### src/prs_defines.vh
// Register offsets, field positions and timing counts for the reset and sleep sequencer
`ifndef PRS_DEFINES_VH
`define PRS_DEFINES_VH
// ********************************
// Register map
// ********************************
`define PRS_ADDR_WDT_CTRL 8'h0f
`define PRS_ADDR_STOP_RECOVERY 8'h0b
`define PRS_ADDR_STATUS 8'h0c
`define PRS_ADDR_CMD 8'h0d
// ********************************
// Fields
// ********************************
`define PRS_RECOVERY_DELAY_BIT 5
`define PRS_SMR_RESET 8'h20
`define PRS_WDT_CTRL_RESET 8'h00
`define PRS_CMD_HALT 8'h01
`define PRS_CMD_STOP 8'h02
`define PRS_RESUME_ADDR 16'h000c
`define PRS_NOP_OPCODE 8'hff
// ********************************
// Timing
// ********************************
`define PRS_DELAY_US 2500
`define PRS_RC_HZ 1000000
`define PRS_RC_DIV 125
`endif

### src/prs_por_sleep.v
// Power-on reset timer and HALT/STOP sleep sequencer
`include "prs_defines.vh"
module prs_por_sleep #(
  parameter DELAY_TICKS = (`PRS_DELAY_US * (`PRS_RC_HZ / 1000) + 999) / 1000,
  parameter RC_DIV = `PRS_RC_DIV
) (
  input wire clock,
  input wire nrst,
  input wire [7:0] addr,
  input wire [7:0] wdata,
  input wire wr_stb,
  input wire rd_stb,
  output reg [7:0] rdata,
  input wire power_good,
  input wire ext_reset,
  input wire stop_recovery_event,
  input wire watchdog_timeout,
  input wire [5:0] irq_in,
  input wire [5:0] irq_enable,
  input wire irq_serviced,
  input wire [7:0] last_opcode,
  output wire cpu_run,
  output wire cpu_clk_en,
  output wire xtal_en,
  output wire timers_en,
  output wire [5:0] irq_pending,
  output wire [15:0] restart_addr,
  output wire restart_load,
  output wire [7:0] watchdog_timer_control
);
  // ********************************
  // Pin synchronisers
  // ********************************
  // The supply, reset, recovery, watchdog and irq_in pins are asynchronous to the clock, so each bit passes two flops
  localparam PIN_W = 10;
  wire [PIN_W-1:0] pin_raw;
  wire [PIN_W-1:0] pin_sync;
  assign pin_raw = {power_good, ext_reset, stop_recovery_event, watchdog_timeout, irq_in};

  genvar gi;
  generate
    for (gi = 0; gi < PIN_W; gi = gi + 1) begin : g_sync
      reg meta_reg;
      reg stable_reg;

      always @(posedge clock or negedge nrst) begin
        if (!nrst) begin
          meta_reg <= 1'b0;
          stable_reg <= 1'b0;
        end else begin
          meta_reg <= pin_raw[gi];
          stable_reg <= meta_reg;
        end
      end

      // Only the second flop leaves this block
      assign pin_sync[gi] = stable_reg;
    end
  endgenerate

  wire pg_s;
  wire xr_s;
  wire sr_s;
  wire wd_s;
  wire [5:0] irq_sync;

  assign pg_s = pin_sync[9];
  assign xr_s = pin_sync[8];
  assign sr_s = pin_sync[7];
  assign wd_s = pin_sync[6];
  assign irq_sync = pin_sync[5:0];

  // ********************************
  // Edge detectors
  // ********************************
  reg pg_d_reg;
  reg sr_d_reg;
  reg wd_d_reg;
  wire pg_rise;
  wire sr_rise;
  wire wd_rise;

  always @(posedge clock or negedge nrst) begin
    if (!nrst) begin
      pg_d_reg <= 1'b0;
      sr_d_reg <= 1'b0;
      wd_d_reg <= 1'b0;
    end else begin
      pg_d_reg <= pg_s;
      sr_d_reg <= sr_s;
      wd_d_reg <= wd_s;
    end
  end

  // Supply already good at release counts as a rise and restarts the delay
  assign pg_rise = pg_s & ~pg_d_reg;
  assign sr_rise = sr_s & ~sr_d_reg;
  assign wd_rise = wd_s & ~wd_d_reg;

  // ********************************
  // Registers
  // ********************************
  reg [7:0] smr_reg;
  reg [7:0] wdt_reg;
  wire smr_wr;
  wire wdt_wr;
  wire cmd_wr;

  assign smr_wr = wr_stb && (addr == `PRS_ADDR_STOP_RECOVERY);
  assign wdt_wr = wr_stb && (addr == `PRS_ADDR_WDT_CTRL);
  assign cmd_wr = wr_stb && (addr == `PRS_ADDR_CMD);

  always @(posedge clock or negedge nrst) begin
    if (!nrst) begin
      smr_reg <= `PRS_SMR_RESET;
    end else if (smr_wr) begin
      smr_reg <= wdata;
    end
  end

  always @(posedge clock or negedge nrst) begin
    if (!nrst) begin
      wdt_reg <= `PRS_WDT_CTRL_RESET;
    end else if (wdt_wr) begin
      wdt_reg <= wdata;
    end
  end

  // ********************************
  // RC tick divider
  // ********************************
  // Stands in for the dedicated RC oscillator as a one-cycle enable
  reg [7:0] div_reg;
  wire rc_tick;

  assign rc_tick = (div_reg == RC_DIV[7:0] - 8'h01);

  always @(posedge clock or negedge nrst) begin
    if (!nrst) begin
      div_reg <= 8'h00;
    end else begin
      div_reg <= rc_tick ? 8'h00 : div_reg + 8'h01;
    end
  end

  // ********************************
  // Request decode
  // ********************************
  // Sleep only accepted after a pipeline-flushing no-op
  wire flushed;
  wire halt_req;
  wire stop_req;
  wire irq_wake;
  wire reset_ev;
  wire delay_done;

  assign flushed = (last_opcode == `PRS_NOP_OPCODE);
  assign halt_req = cmd_wr && flushed && (wdata == `PRS_CMD_HALT);
  assign stop_req = cmd_wr && flushed && (wdata == `PRS_CMD_STOP);
  assign irq_wake = irq_serviced && |(irq_sync & irq_enable);
  assign reset_ev = pg_rise | wd_rise | xr_s;

  // ********************************
  // Sequencer
  // ********************************
  localparam ST_RUN = 4'b0001;
  localparam ST_HALT = 4'b0010;
  localparam ST_STOP = 4'b0100;
  localparam ST_DELAY = 4'b1000;
  reg [3:0] state_reg;
  reg [3:0] state_next;
  reg [15:0] cnt_reg;
  reg [15:0] cnt_next;
  reg restart_reg;
  reg restart_next;

  // One tick beyond the count, as the first tick may end a partial period
  assign delay_done = rc_tick && (cnt_reg == DELAY_TICKS[15:0]);

  always @* begin
    state_next = state_reg;
    cnt_next = cnt_reg;
    restart_next = 1'b0;
    case (state_reg)
      ST_RUN: begin
        if (stop_req)
          state_next = ST_STOP;
        else if (halt_req)
          state_next = ST_HALT;
      end

      ST_HALT: begin
        // Crystal and timers keep running, only the processor waits
        if (irq_wake)
          state_next = ST_RUN;
      end

      ST_STOP: begin
        if (sr_rise) begin
          restart_next = 1'b1;
          if (smr_reg[`PRS_RECOVERY_DELAY_BIT]) begin
            state_next = ST_DELAY;
            cnt_next = 16'h0000;
          end else begin
            state_next = ST_RUN;
          end
        end
      end

      ST_DELAY: begin
        if (delay_done)
          state_next = ST_RUN;
        else if (rc_tick)
          cnt_next = cnt_reg + 16'h0001;
      end

      default: begin
        state_next = ST_DELAY;
        cnt_next = 16'h0000;
      end
    endcase

    // Any reset source leaves STOP or HALT and restarts the delay
    if (reset_ev) begin
      state_next = ST_DELAY;
      cnt_next = 16'h0000;
      restart_next = (state_reg == ST_STOP);
    end
  end

  always @(posedge clock or negedge nrst) begin
    if (!nrst) begin
      state_reg <= ST_DELAY;
      cnt_reg <= 16'h0000;
      restart_reg <= 1'b0;
    end else begin
      state_reg <= state_next;
      cnt_reg <= cnt_next;
      restart_reg <= restart_next;
    end
  end

  // ********************************
  // Read port
  // ********************************
  // Watchdog control is write only and reads as zero
  reg [7:0] rdata_next;

  always @* begin
    rdata_next = 8'h00;
    if (rd_stb) begin
      case (addr)
        `PRS_ADDR_STOP_RECOVERY: begin
          rdata_next = smr_reg;
        end
        `PRS_ADDR_STATUS: begin
          rdata_next = {4'h0, state_reg};
        end
        default: begin
          rdata_next = 8'h00;
        end
      endcase
    end
  end

  // Data stand for one cycle only, then fall back to zero
  always @(posedge clock or negedge nrst) begin
    if (!nrst) begin
      rdata <= 8'h00;
    end else begin
      rdata <= rdata_next;
    end
  end

  // ********************************
  // Outputs
  // ********************************
  wire in_run;
  wire in_stop;

  assign in_run = (state_reg == ST_RUN);
  assign in_stop = (state_reg == ST_STOP);

  assign cpu_run = in_run;
  assign cpu_clk_en = in_run;
  assign xtal_en = ~in_stop;
  assign timers_en = ~in_stop;
  assign irq_pending = irq_sync & irq_enable;
  assign restart_addr = `PRS_RESUME_ADDR;
  assign restart_load = restart_reg;
  assign watchdog_timer_control = wdt_reg;

endmodule // prs_por_sleep

### config.mk
export PLATFORM = sky130hd
export DESIGN_NAME = prs_por_sleep
export DESIGN_NICKNAME = d
export VERILOG_FILES = /design/src/prs_por_sleep.v
export VERILOG_INCLUDE_DIRS = /design/src /design/src/src
export SDC_FILE = /design/constraint.sdc
export NUM_CORES = 1
export LEC_CHECK = 0
export BUFFER_PORTS_ARGS = -buffer_cell sky130_fd_sc_hd__buf_2
export CAP_MARGIN = 20
export CORE_MARGIN = 8
export CORE_UTILIZATION = 49
export DETAILED_ROUTE_END_ITERATION = 7
export PLACE_DENSITY = 0.75
export REMOVE_ABC_BUFFERS = 1
export SLEW_MARGIN = 20
export SYNTH_ARGS = -nofsm -noshare
export SYNTH_HDL_FRONTEND = slang
export SYNTH_SLANG_ARGS = --single-unit
### constraint.sdc
create_clock -name clock -period 6.85 [get_ports clock]
set_input_delay 1.37 -clock clock [delete_from_list [all_inputs] [get_ports clock]]
set_output_delay 1.37 -clock clock [all_outputs]
set_load 0.01 [all_outputs]
==> results by group, run 1 <==
CTS
  • Bufs on Longest Clock Path: 2
  • Num Clock Sinks: 76
  • CTS tree: built
  • Clock transition at the registers of the reported paths: 70 ps
  • Clock insertion delay at the later pin of the skew report: 350 ps
  • Number of levels the H-tree was split into: 3
  • Root buffer selected by CTS: clkbuf_8
  • Hold bufs inserted after CTS: 0
  • Number of post-CTS setup repair buffers: 0
  • Total of cells resized after clock tree synthesis: 0
  • Total clock buffers created by CTS: 9

Synth
  • Count of synthesis-stage warnings from yosys: 0
  • Area share of xor/xnor cells in the synthesized design: 0.756%
  • Yosys top cell area share: 53.3%
  • Commonest cells in the synthesized netlist: dfrtp_1, buf_4, mux2_2
  • Most used standard cell by instance count after synthesis: dfrtp_1
  • Compound-Gate Fraction of Synth Area: 11.0%
  • Synth Area in Adders: 1.44%
  • Synth async-reset ratio: 100%
  • Number of unique standard cell types used by synthesis: 52
  • Mean area per synthesized cell: 11.2 um2
  • Number of flops mapped to enable cells by yosys: 0
  • Summed instance area of the synthesized netlist: 3470 um2
  • Cell taking the most area after synthesis: dfrtp_1
  • Post-synthesis sequential area ratio: 54.8%
  • Number of instances in the synthesized netlist: 311
  • Mux cell area share after synthesis: 5.51%
  • Most used flip-flop cell after synthesis: dfrtp_1
  • Yosys reg bits: 76
  • Share of synthesized cell area in and, or, nand and nor gates: 20.2%
  • Largest family of logic cells by synthesized area: simple AND/OR/NAND/NOR gates
  • Top area cells in the synthesized netlist: dfrtp_1, mux2_2, buf_4

Timing
  • Remaining max-slew budget at the tightest pin: 39.1%
  • Final max-slew violation count: 0
  • Share of the clock period used by the worst path after layout: 45.5%
  • Final setup violation count: 0
  • Clock period minus worst slack: 3110 ps
  • Highest Clock Rate: 0.321 GHz
  • RSZ-0062 raised after global routing: no
  • Worst hold slack: 351 ps
  • Setup TNS: 0 ps
  • Clock Skews: 11.7 ps
  • Transition time of the tightest slew-check pin: 913 ps
  • Number of hold violations in the final report: 0

Drt
  • Total wire length: 7200 um
  • Starting DRT DRC Count: 85
  • Detailed-route DRC error count: 0
  • Routed length per instance: 14.9 um
  • Count of antenna-violating nets left after detailed routing: 0
  • Ratio of routed vias to standard cells: 5.47
  • Detailed Routing Iterations Pass 1: 4
  • Via count: 2,644

Floorplan
  • Starting utilization of the core area: 50.9%
  • DIE HEIGHT: 100 um
  • Placeable core region: 6830 um2
  • Width of the die: 100 um
  • Number of cell rows: 30
  • Area of the die: 10,000 um2
  • I/O pin count: 88

Hold path
  • Worst hold path class: flop to flop
  • Worst Hold Endpoint: g_sync[0].stable_reg$_DFF_PN0_
  • Hold depth: 0
  • Worst Min Path Start: g_sync[0].meta_reg$_DFF_PN0_

Global route
  • Initial antenna violation count: 0
  • Maximum number of pins on one net before global-route repair: 77
  • GRT Util Overall: 15.2%
  • Number of global-route vias before repair: 2,678
  • Global-route wire length before repair: 12,100 um
  • Leftover overflow at the end of global routing: 0

Setup path
  • Critical R2R Capture: cnt_reg[13]$_DFFE_PN0P_
  • Startpoint of the most critical register-to-register path: cnt_reg[0]$_DFFE_PN0P_
  • Worst Path Arrival: 1740 ps
  • Reg2Reg Depth: 7
  • FF-to-FF setup slack: 3770 ps
  • Kind of start point of the critical path: input pin
  • Max FO, Critical Path: 2
  • Data required, critical path: 5480 ps
  • Kind of critical path: input pin to primary output
  • Crit end category: primary output

Run status
  • Run status: completed

Place
  • Port Buffers: 71
  • Post-detailed-placement cell area: 3850 um2
  • Gpl congestion: 0.807
  • Cell total after placement: 467
  • HPWL after DPL: 5390 um

Layout
  • Final #Nets: 431
  • Layout-stage area growth over the synthesis result: 17.1%
  • Final Instance Count excl. Fillers: 483
  • Cell area after layout: 4070 um2
  • Number of flip-flops under the largest register name: 16
  • Proportion of layout cells with a drive suffix above 1: 31.3%
  • Number of antenna cells inserted: 0

Power
  • Leakage power summed over all cells: 0.00193 uW
  • Power per Cell Area: 225 nW/um2
  • Maximum ir drop on the vdd rail: 144 uV

Run
  • Number of maximum-capacitance violations: 0
-- final cells by class --
class	instances	area, um2
multi-input cells	213	1420
clock buffers	10	128
inverters	8	30.0
flip-flops and latches	76	1900
fillers	598	2760
repair buffers	74	378
clock inverters	6	95.1
well taps	96	120
-- worst max-delay path by stage --
stage	start	endpoint
floorplan	irq_enable[3]	irq_pending[3]
global placement	irq_enable[3]	irq_pending[3]
detailed placement	irq_enable[5]	irq_pending[5]
CTS	irq_enable[5]	irq_pending[5]
global route	cnt_reg[0]$_DFFE_PN0P_	cnt_reg[13]$_DFFE_PN0P_
finish	irq_enable[5]	irq_pending[5]
-- metrics by stage --
step | setup WS, ps | total power, uW | util [%]
6_report | 3740 | 917 | 59.6
5_1_grt | 3630 | 951 | 59.6
4_1_cts | 3730 | 925 | 59.6
3_5_place_dp | 3730 | 549 | 56.3
3_3_place_gp | 3750 | 546 | 56.3
2_1_floorplan | 3950 | 510 | -
-- logic make-up (layout without fill, tap and decap cells) --
group	count (synthesis)	in the layout
adders and majority gates	4	4
AOI/OAI and AO/OA	55	55
xor gates and xnor gates	3	3
other	2	16
buffers and inverters	36	98
DFF	76	76
and+or+nand+nor	118	118
muxes	17	17
-- critical path, stage by stage --
cell,delay (ps)
buf_2,100
and2_1,140
buf_2,140
-- where the power goes --
group          total (uW)  internal (uW)  switching, uW
clock                 378            209            168
combinational        67.5           27.6           39.8
sequential            472            463           9.11
total                 917            699            217
-- cells in the final DEF (no fill, tap or decap), drive strengths merged, types with 2 or more instances in the layout --
cell type,netlist,final
bufinv,0,2
nor4,5,5
xor2,2,2
or3,11,11
or2,2,2
a22o,4,4
a31oi,2,2
a2111oi,2,2
a41oi,2,2
dfrtp,74,74
nand3,14,14
nor2b,4,4
inv,8,10
dfstp,2,2
o31ai,6,6
nand2,15,15
and4b,2,2
o21ai,16,16
nor3,7,7
or4,10,10
buf,21,74
nand4,8,8
and3,2,2
nand2b,6,6
nor2,12,12
conb,2,16
mux2,17,17
ha,4,4
a21oi,12,12
clkbuf,7,10
o22a,2,2
clkinv,0,2
and2,11,11
nand3b,2,2
o31a,2,2
and4,2,2
-- metal layers --
metal / vias up / GRT usage [%] / share of wire [%]
met2: 87 / 25.0 / 50
met1: 1304 / 17.8 / 42
met4: 0 / 6.40 / 1.3
met5: - / 0 / 0
met3: 8 / 4.98 / 6.7
li1: 1245 / - / -
Note: power is estimated with default switching activity, not from simulation.
==> run 2: changes to the inputs <==
- ABC_AREA: default -> 1
- PLACE_DENSITY: 0.75 -> 0.74
- clock period: 6.85 -> 2.9 ns (I/O delays scaled with it)
==> results by group, run 2 <==
Layout
  • Most used cells in the layout excluding fill and tap cells: nand2_1, dfrtp_1, buf_2, nor2_1, inv_1
  • Final Instance Count excl. Fillers: 666 (+38%)
  • Area of the multi-input gates: 1570 um2 (+11%)
  • Final #Nets: 608 (+41%)
  • Number of antenna cells inserted: 0 (unchanged)
  • Layout-stage area growth over the synthesis result: 15.9%
  • Cell area after layout: 4440 um2 (+9.1%)
  • Fill cell instance count of the final layout: 687 (+15%)
  • Proportion of layout cells with a drive suffix above 1: 19.3% (-12 points)
  • Most common cell after layout, fill and taps aside: nand2_1
  • Number of flip-flops under the largest register name: 16 (unchanged)
  • Register cell area after layout: 1900 um2 (unchanged)

Synth
  • Yosys top cell area share: 48.3% (-5.0 points)
  • Count of synthesis-stage warnings from yosys: 0 (unchanged)
  • Synth async-reset ratio: 100% (unchanged)
  • Most used standard cell by instance count after synthesis: nand2_1
  • Number of unique standard cell types used by synthesis: 34 (-35%)
  • Summed instance area of the synthesized netlist: 3830 um2 (+10%)
  • Post-synthesis sequential area ratio: 49.7% (-5.1 points)
  • Number of flops mapped to enable cells by yosys: 0 (unchanged)
  • Commonest cells in the synthesized netlist: nand2_1, dfrtp_1, nor2_1
  • Number of instances in the synthesized netlist: 487 (+57%)
  • Yosys reg bits: 76 (unchanged)
  • Top area cells in the synthesized netlist: dfrtp_1, nand2_1, nor2_1
  • Cell taking the most area after synthesis: dfrtp_1
  • Mean area per synthesized cell: 7.87 um2 (-30%)
  • Most used flip-flop cell after synthesis: dfrtp_1

Floorplan
  • I/O pin count: 88 (unchanged)
  • Number of cell rows: 32 (+6.7%)
  • DIE HEIGHT: 104 um (+4.2%)
  • Placeable core region: 7650 um2 (+12%)
  • Area of the die: 10,900 um2 (+8.6%)
  • Width of the die: 104 um (+4.2%)
  • Starting utilization of the core area: 50.1% (-0.75 points)

Run
  • Number of maximum-capacitance violations: 0 (unchanged)

Global route
  • Global-route wire length before repair: 14,300 um (+18%)
  • GRT Util Overall: 15.8% (+0.57 points)
  • Number of global-route vias before repair: 3,209 (+20%)
  • Initial antenna violation count: 0 (unchanged)
  • Maximum number of pins on one net before global-route repair: 77 (unchanged)
  • Leftover overflow at the end of global routing: 0 (unchanged)

Power
  • Maximum ir drop on the vdd rail: 325 uV (+130%)
  • Power per Cell Area: 511 nW/um2 (+130%)
  • Fraction of power consumed by the clock network: 42.7% (+1.5 points)
  • Power dissipated by switching net loads: 542 uW (+150%)
  • Flop pwr share: 49.0% (-2.5 points)
  • Leakage power summed over all cells: 0.00239 uW (+24%)
  • Sw frac: 23.9% (+0.15 points)
  • Logic gate share of total power: 8.3% (+0.9 points)
  • Internal power of the cells: 1730 uW (+150%)

Drt
  • Starting DRT DRC Count: 170 (+100%)
  • Count of antenna-violating nets left after detailed routing: 0 (unchanged)
  • Via count: 3,219 (+22%)
  • Detailed Routing Iterations Pass 1: 5 (+1)
  • Total wire length: 8220 um (+14%)
  • Ratio of routed vias to standard cells: 4.83 (-12%)
  • Detailed-route DRC error count: 0 (unchanged)
  • Routed length per instance: 12.3 um (-17%)

Setup path
  • Critical R2R Capture: cnt_reg[9]$_DFFE_PN0P_
  • Max FO, Critical Path: 4 (+2)
  • Reg2Reg Depth: 8 (+1)
  • Maximum single-stage delay on the critical path: 410 ps (+270 ps)
  • FF-to-FF setup slack: 1170 ps (-2600 ps)
  • Slowest library cell on the worst path: dfrtp_1
  • Kind of start point of the critical path: flop
  • Kind of critical path: flop to primary output
  • Data required, critical path: 2320 ps (-3160 ps)
  • Top cell by count, worst path: nor2_1
  • Worst Path Arrival: 1410 ps (-330 ps)
  • Crit end category: primary output
  • Critical path, cell by cell: nor2_1, nand2_1, nor2_1, buf_2
  • Startpoint of the most critical register-to-register path: div_reg[0]$_DFF_PN0_

Timing
  • Clock period minus worst slack: 1990 ps
  • Final setup violation count: 0 (unchanged)
  • Number of hold violations in the final report: 0 (unchanged)
  • Remaining max-slew budget at the tightest pin: 56.2% (+17 points)
  • Worst hold slack: 231 ps (-120 ps)
  • Share of the clock period used by the worst path after layout: 68.7%
  • Transition time of the tightest slew-check pin: 651 ps (-262 ps)
  • RSZ-0062 raised after global routing: no
  • Fin worst setup slack: 909 ps (-2830 ps)
  • Final max-slew violation count: 0 (unchanged)
  • Clock Skews: 6.44 ps (-5.25 ps)
  • Highest Clock Rate: 0.502 GHz
  • Setup TNS: 0 ps (unchanged)

Place
  • Cell total after placement: 650 (+39%)
  • Gpl congestion: 0.846 (+4.8%)
  • DP Worst Slack: 951 ps (-2780 ps)
  • Post-detailed-placement cell area: 4200 um2 (+9.2%)
  • Port Buffers: 71 (unchanged)
  • HPWL after DPL: 6180 um (+15%)

CTS
  • Number of levels the H-tree was split into: 3 (unchanged)
  • Root buffer selected by CTS: clkbuf_8
  • Total of cells resized after clock tree synthesis: 0 (unchanged)
  • Clock insertion delay at the later pin of the skew report: 350 ps (about the same)
  • CTS tree: built
  • Number of post-CTS setup repair buffers: 0 (unchanged)
  • Num Clock Sinks: 76 (unchanged)
  • Clock transition at the registers of the reported paths: 80 ps (about the same)
  • Bufs on Longest Clock Path: 2 (unchanged)
  • Hold bufs inserted after CTS: 0 (unchanged)
  • Total clock buffers created by CTS: 9 (unchanged)

Run status
  • Run status: completed

Hold path
  • Worst hold path class: input pin to asynchronous set/reset pin
-- run 2: cell types whose count changed after synthesis, sizes merged, moves of 7 or more --
| cell | delta |
|---|---|
| or4 | -10 |
| or3 | -11 |
| nor2 | +59 |
| and2 | -11 |
| nand3 | +25 |
| mux2 | -17 |
| nand2 | +138 |
| inv | +52 |
| a21oi | -7 |
-- run 2: worst max path at each step --
stage / endpoint / depth (start not counted) / start / slack, ps
6_report: cpu_run / 4 / state_reg[2]$_DFFE_PN0P_ / 910
4_1_cts: cpu_clk_en / 4 / state_reg[2]$_DFFE_PN0P_ / 870
2_1_floorplan: smr_reg[0]$_DFFE_PN0P_ / 8 / addr[5] / 1340
3_5_place_dp: smr_reg[0]$_DFFE_PN0P_ / 9 / addr[5] / 950
5_1_grt: cpu_run / 4 / state_reg[2]$_DFFE_PN0P_ / 800
3_3_place_gp: watchdog_timer_control[5]$_DFFE_PN0P_ / 6 / addr[4] / 1140
-- run 2: per-layer routing --
| metal | vias to the layer above | GRT usage [%] | routed length, um |
|---|---|---|---|
| met3 | 9 | 5.08 | 529 |
| met1 | 1494 | 18.5 | 3660 |
| met5 | - | 0 | 0 |
| li1 | 1623 | - | - |
| met2 | 93 | 26.0 | 3910 |
| met4 | 0 | 6.41 | 122 |
-- run 2: final cells by class --
cell class	count	area share [%]
Sequential cell	76	42.9
Tap cell	102	2.87
Timing Repair Buffer	72	8.45
Inverter	60	5.07
Clock buffer	10	2.87
Clock inverter	6	2.54
Multi-Input combinational cell	340	35.3
-- run 2: cell families (layout without fill, tap and decap cells) --
| kind of cell | after synthesis | count (layout) | synth area share (%) |
|---|---|---|---|
| and+or+nand+nor | 287 | 287 | 33.3 |
| buffers and inverters | 85 | 148 | 10.7 |
| DFF | 76 | 76 | 49.7 |
| AOI/OAI and AO/OA | 32 | 32 | 4.57 |
| adders and majority gates | 4 | 4 | 1.31 |
| other | 2 | 16 | 0.196 |
| xor gates and xnor gates | 1 | 1 | 0.229 |
-- run 2: power by group through the flow --
stage | Combinational (uW) | Sequential (uW) | Clock (uW)
2_1_floorplan | 92.4 | 1130 | 0
3_3_place_gp | 185 | 1130 | 0
3_5_place_dp | 190 | 1130 | 0
4_1_cts | 191 | 1110 | 995
5_1_grt | 216 | 1120 | 1040
6_report | 187 | 1110 | 970
-- run 2: critical path: cells and delay by family (launching register included) --
family,cells,cell delay (ps)
DFF,1,410
buffers and inverters,1,200
and+or+nand+nor,3,470
-- run 2: per-stage QoR --
step	utilization (%)	power, uW
after floorplan	-	1220
after global routing	58.1	2370
after detailed placement	54.9	1320
final	58.1	2270
after CTS	58.1	2300
after global placement	54.9	1320
==> run 3: changes to the inputs <==
- PLACE_DENSITY: 0.74 -> 0.76
- clock period: 2.9 -> 1.6 ns (I/O delays scaled with it)
==> results by group, run 3 (synthesized netlist as in run 2, its figures left out) <==
Layout
  • Layout-stage area growth over the synthesis result: 27.8%
  • Number of flip-flops under the largest register name: 16 (unchanged)
  • Most used cells in the layout excluding fill and tap cells: nand2_1, dfrtp_1, buf_2, nor2_1, inv_1
  • Utilization after layout: 64.1% (+6.0 points)
  • Register cell area after layout: 1910 um2 (+0.20%)
  • Final Instance Count excl. Fillers: 704 (+5.7%)
  • Number of antenna cells inserted: 0 (unchanged)
  • Cell area after layout: 4900 um2 (+10%)
  • Proportion of layout cells with a drive suffix above 1: 30.2% (+11 points)
  • Area of the multi-input gates: 1730 um2 (+10%)
  • Final #Nets: 646 (+6.3%)
  • Fill cell instance count of the final layout: 639 (-7.0%)
  • Most common cell after layout, fill and taps aside: nand2_1

Floorplan
  • Starting utilization of the core area: 50.1% (unchanged)
  • I/O pin count: 88 (unchanged)
  • Number of cell rows: 32 (unchanged)
  • Area of the die: 10,900 um2 (unchanged)
  • Width of the die: 104 um (unchanged)
  • DIE HEIGHT: 104 um (unchanged)
  • Placeable core region: 7650 um2 (unchanged)

Hold path
  • Hold depth: 1
  • Worst Min Path Start: irq_in[5]
  • Worst hold path class: input pin to flop
  • Worst Hold Endpoint: g_sync[5].meta_reg$_DFF_PN0_

Setup path
  • Critical R2R Capture: cnt_reg[10]$_DFFE_PN0P_
  • Max FO, Critical Path: 4 (unchanged)
  • Startpoint of the most critical register-to-register path: state_reg[3]$_DFFE_PN1P_
  • FF-to-FF setup slack: -20 ps (-1190 ps)
  • Data required, critical path: 1280 ps (-1040 ps)
  • Kind of start point of the critical path: flop
  • Worst Path Arrival: 1330 ps (-80 ps)
  • Crit end category: primary output
  • Kind of critical path: flop to primary output
  • Reg2Reg Depth: 8 (unchanged)

Power
  • Logic gate share of total power: 11.3% (+3.0 points)
  • Internal power of the cells: 2930 uW (+70%)
  • Power per Cell Area: 815 nW/um2 (+60%)
  • Sw frac: 26.6% (+2.7 points)
  • Leakage power summed over all cells: 0.00262 uW (+9.4%)
  • Flop pwr share: 50.6% (+1.6 points)
  • Power dissipated by switching net loads: 1060 uW (+96%)
  • Maximum ir drop on the vdd rail: 509 uV (+57%)
  • Fraction of power consumed by the clock network: 38.1% (-4.6 points)

CTS
  • CTS tree: built
  • Root buffer selected by CTS: clkbuf_8
  • Number of levels the H-tree was split into: 3 (unchanged)
  • Num Clock Sinks: 76 (unchanged)
  • Bufs on Longest Clock Path: 2 (unchanged)
  • Clock transition at the registers of the reported paths: 80 ps (about the same)
  • Clock insertion delay at the later pin of the skew report: 350 ps (about the same)
  • Total clock buffers created by CTS: 9 (unchanged)

Place
  • Post-detailed-placement cell area: 4420 um2 (+5.1%)
  • Port Buffers: 71 (unchanged)
  • Gpl congestion: 0.928 (+9.7%)
  • Cell total after placement: 677 (+4.2%)
  • HPWL after DPL: 6500 um (+5.1%)

Timing
  • Number of hold violations in the final report: 0 (unchanged)
  • RSZ-0062 raised after global routing: yes
  • Final setup violation count: 15 (+15)
  • Clock Skews: 5.65 ps (-0.782 ps)
  • Worst hold slack: 69.3 ps (-162 ps)
  • Final max-slew violation count: 0 (unchanged)
  • Fin worst setup slack: -54.0 ps (-963 ps)
  • Clock period minus worst slack: 1650 ps
  • Highest Clock Rate: 0.605 GHz
  • Share of the clock period used by the worst path after layout: 103%

Global route
  • Initial antenna violation count: 0 (unchanged)
  • Leftover overflow at the end of global routing: 0 (unchanged)
  • GRT Util Overall: 16.6% (+0.86 points)
  • Maximum number of pins on one net before global-route repair: 69 (-10%)
  • Number of global-route vias before repair: 3,459 (+7.8%)
  • Global-route wire length before repair: 15,000 um (+4.9%)

Run status
  • Violated checks: setup timing
  • Run status: complete, but fails checks

Drt
  • Via count: 3,382 (+5.1%)
  • Ratio of routed vias to standard cells: 4.80 (-0.61%)
  • Starting DRT DRC Count: 256 (+51%)
  • Detailed-route DRC error count: 0 (unchanged)
  • Routed length per instance: 13.0 um (+5.7%)
  • Detailed Routing Iterations Pass 1: 4 (-1)
  • Total wire length: 9180 um (+12%)
  • Count of antenna-violating nets left after detailed routing: 0 (unchanged)

Run
  • Number of maximum-capacitance violations: 0 (unchanged)
## run 3: worst max-delay path, cell delays in order, from the launching register on
cell and delay (ps):
dfrtp_1 440, nor2_4 120, nand2_2 70, nor2_4 210, buf_6 140
## run 3: layer usage
metal | up-vias | track usage [%] | routed length (um)
li1 | 1710 | - | -
met1 | 1551 | 19.5 | 3890
met2 | 104 | 27.5 | 4550
met3 | 17 | 4.34 | 560
met4 | 0 | 8.38 | 181
met5 | - | 0 | 0
## run 3: layout make-up
class,instances,share of cell area (%)
clock buffer,10,2.81
clock inverter,6,1.43
inverter,60,4.60
multi-input combinational,341,35.2
sequential,76,39.0
tap,102,2.61
timing repair buffer,109,14.4
## run 3: worst max path at each step
stage,start,to,slack (ps),cells after the start
2_1_floorplan,state_reg[3]$_DFFE_PN1P_,cnt_reg[13]$_DFFE_PN0P_,60,7
3_3_place_gp,state_reg[2]$_DFFE_PN0P_,cnt_reg[2]$_DFFE_PN0P_,-20,9
3_5_place_dp,state_reg[2]$_DFFE_PN0P_,cnt_reg[0]$_DFFE_PN0P_,-90,9
4_1_cts,state_reg[2]$_DFFE_PN0P_,cpu_clk_en,-50,4
5_1_grt,state_reg[3]$_DFFE_PN1P_,cnt_reg[5]$_DFFE_PN0P_,-120,8
6_report,state_reg[2]$_DFFE_PN0P_,cpu_clk_en,-50,4
## run 3: repair_timing
item / 4_1_cts / 5_1_grt
endpoints found under the setup margin: 20 / 21
endpoints found under the hold margin: 8 / 0
pin swaps: 3 / 11
gates cloned: 0 / 1
hold buffers: 1 / 0
gates resized for setup: 13 / 40
buffers inserted: 5 / 5
## run 3: power by group through the flow
stage / registers (uW) / clock network (uW) / logic (uW)
after global routing: 2030 / 1620 / 499
after CTS: 2010 / 1540 / 407
final: 2020 / 1520 / 451
after floorplan: 2050 / 0 / 168
after detailed placement: 2050 / 0 / 393
after global placement: 2050 / 0 / 382
## run 3: stage by stage
step | power [uW] | setup slack [ps] | setup TNS (ps)
final | 3990 | -54.0 | -270
after global routing | 4150 | -119 | -1730
after CTS | 3960 | -50.0 | -100
after detailed placement | 2440 | -87.3 | -1380
after global placement | 2430 | -16.1 | -169
after floorplan | 2220 | 58.9 | 0
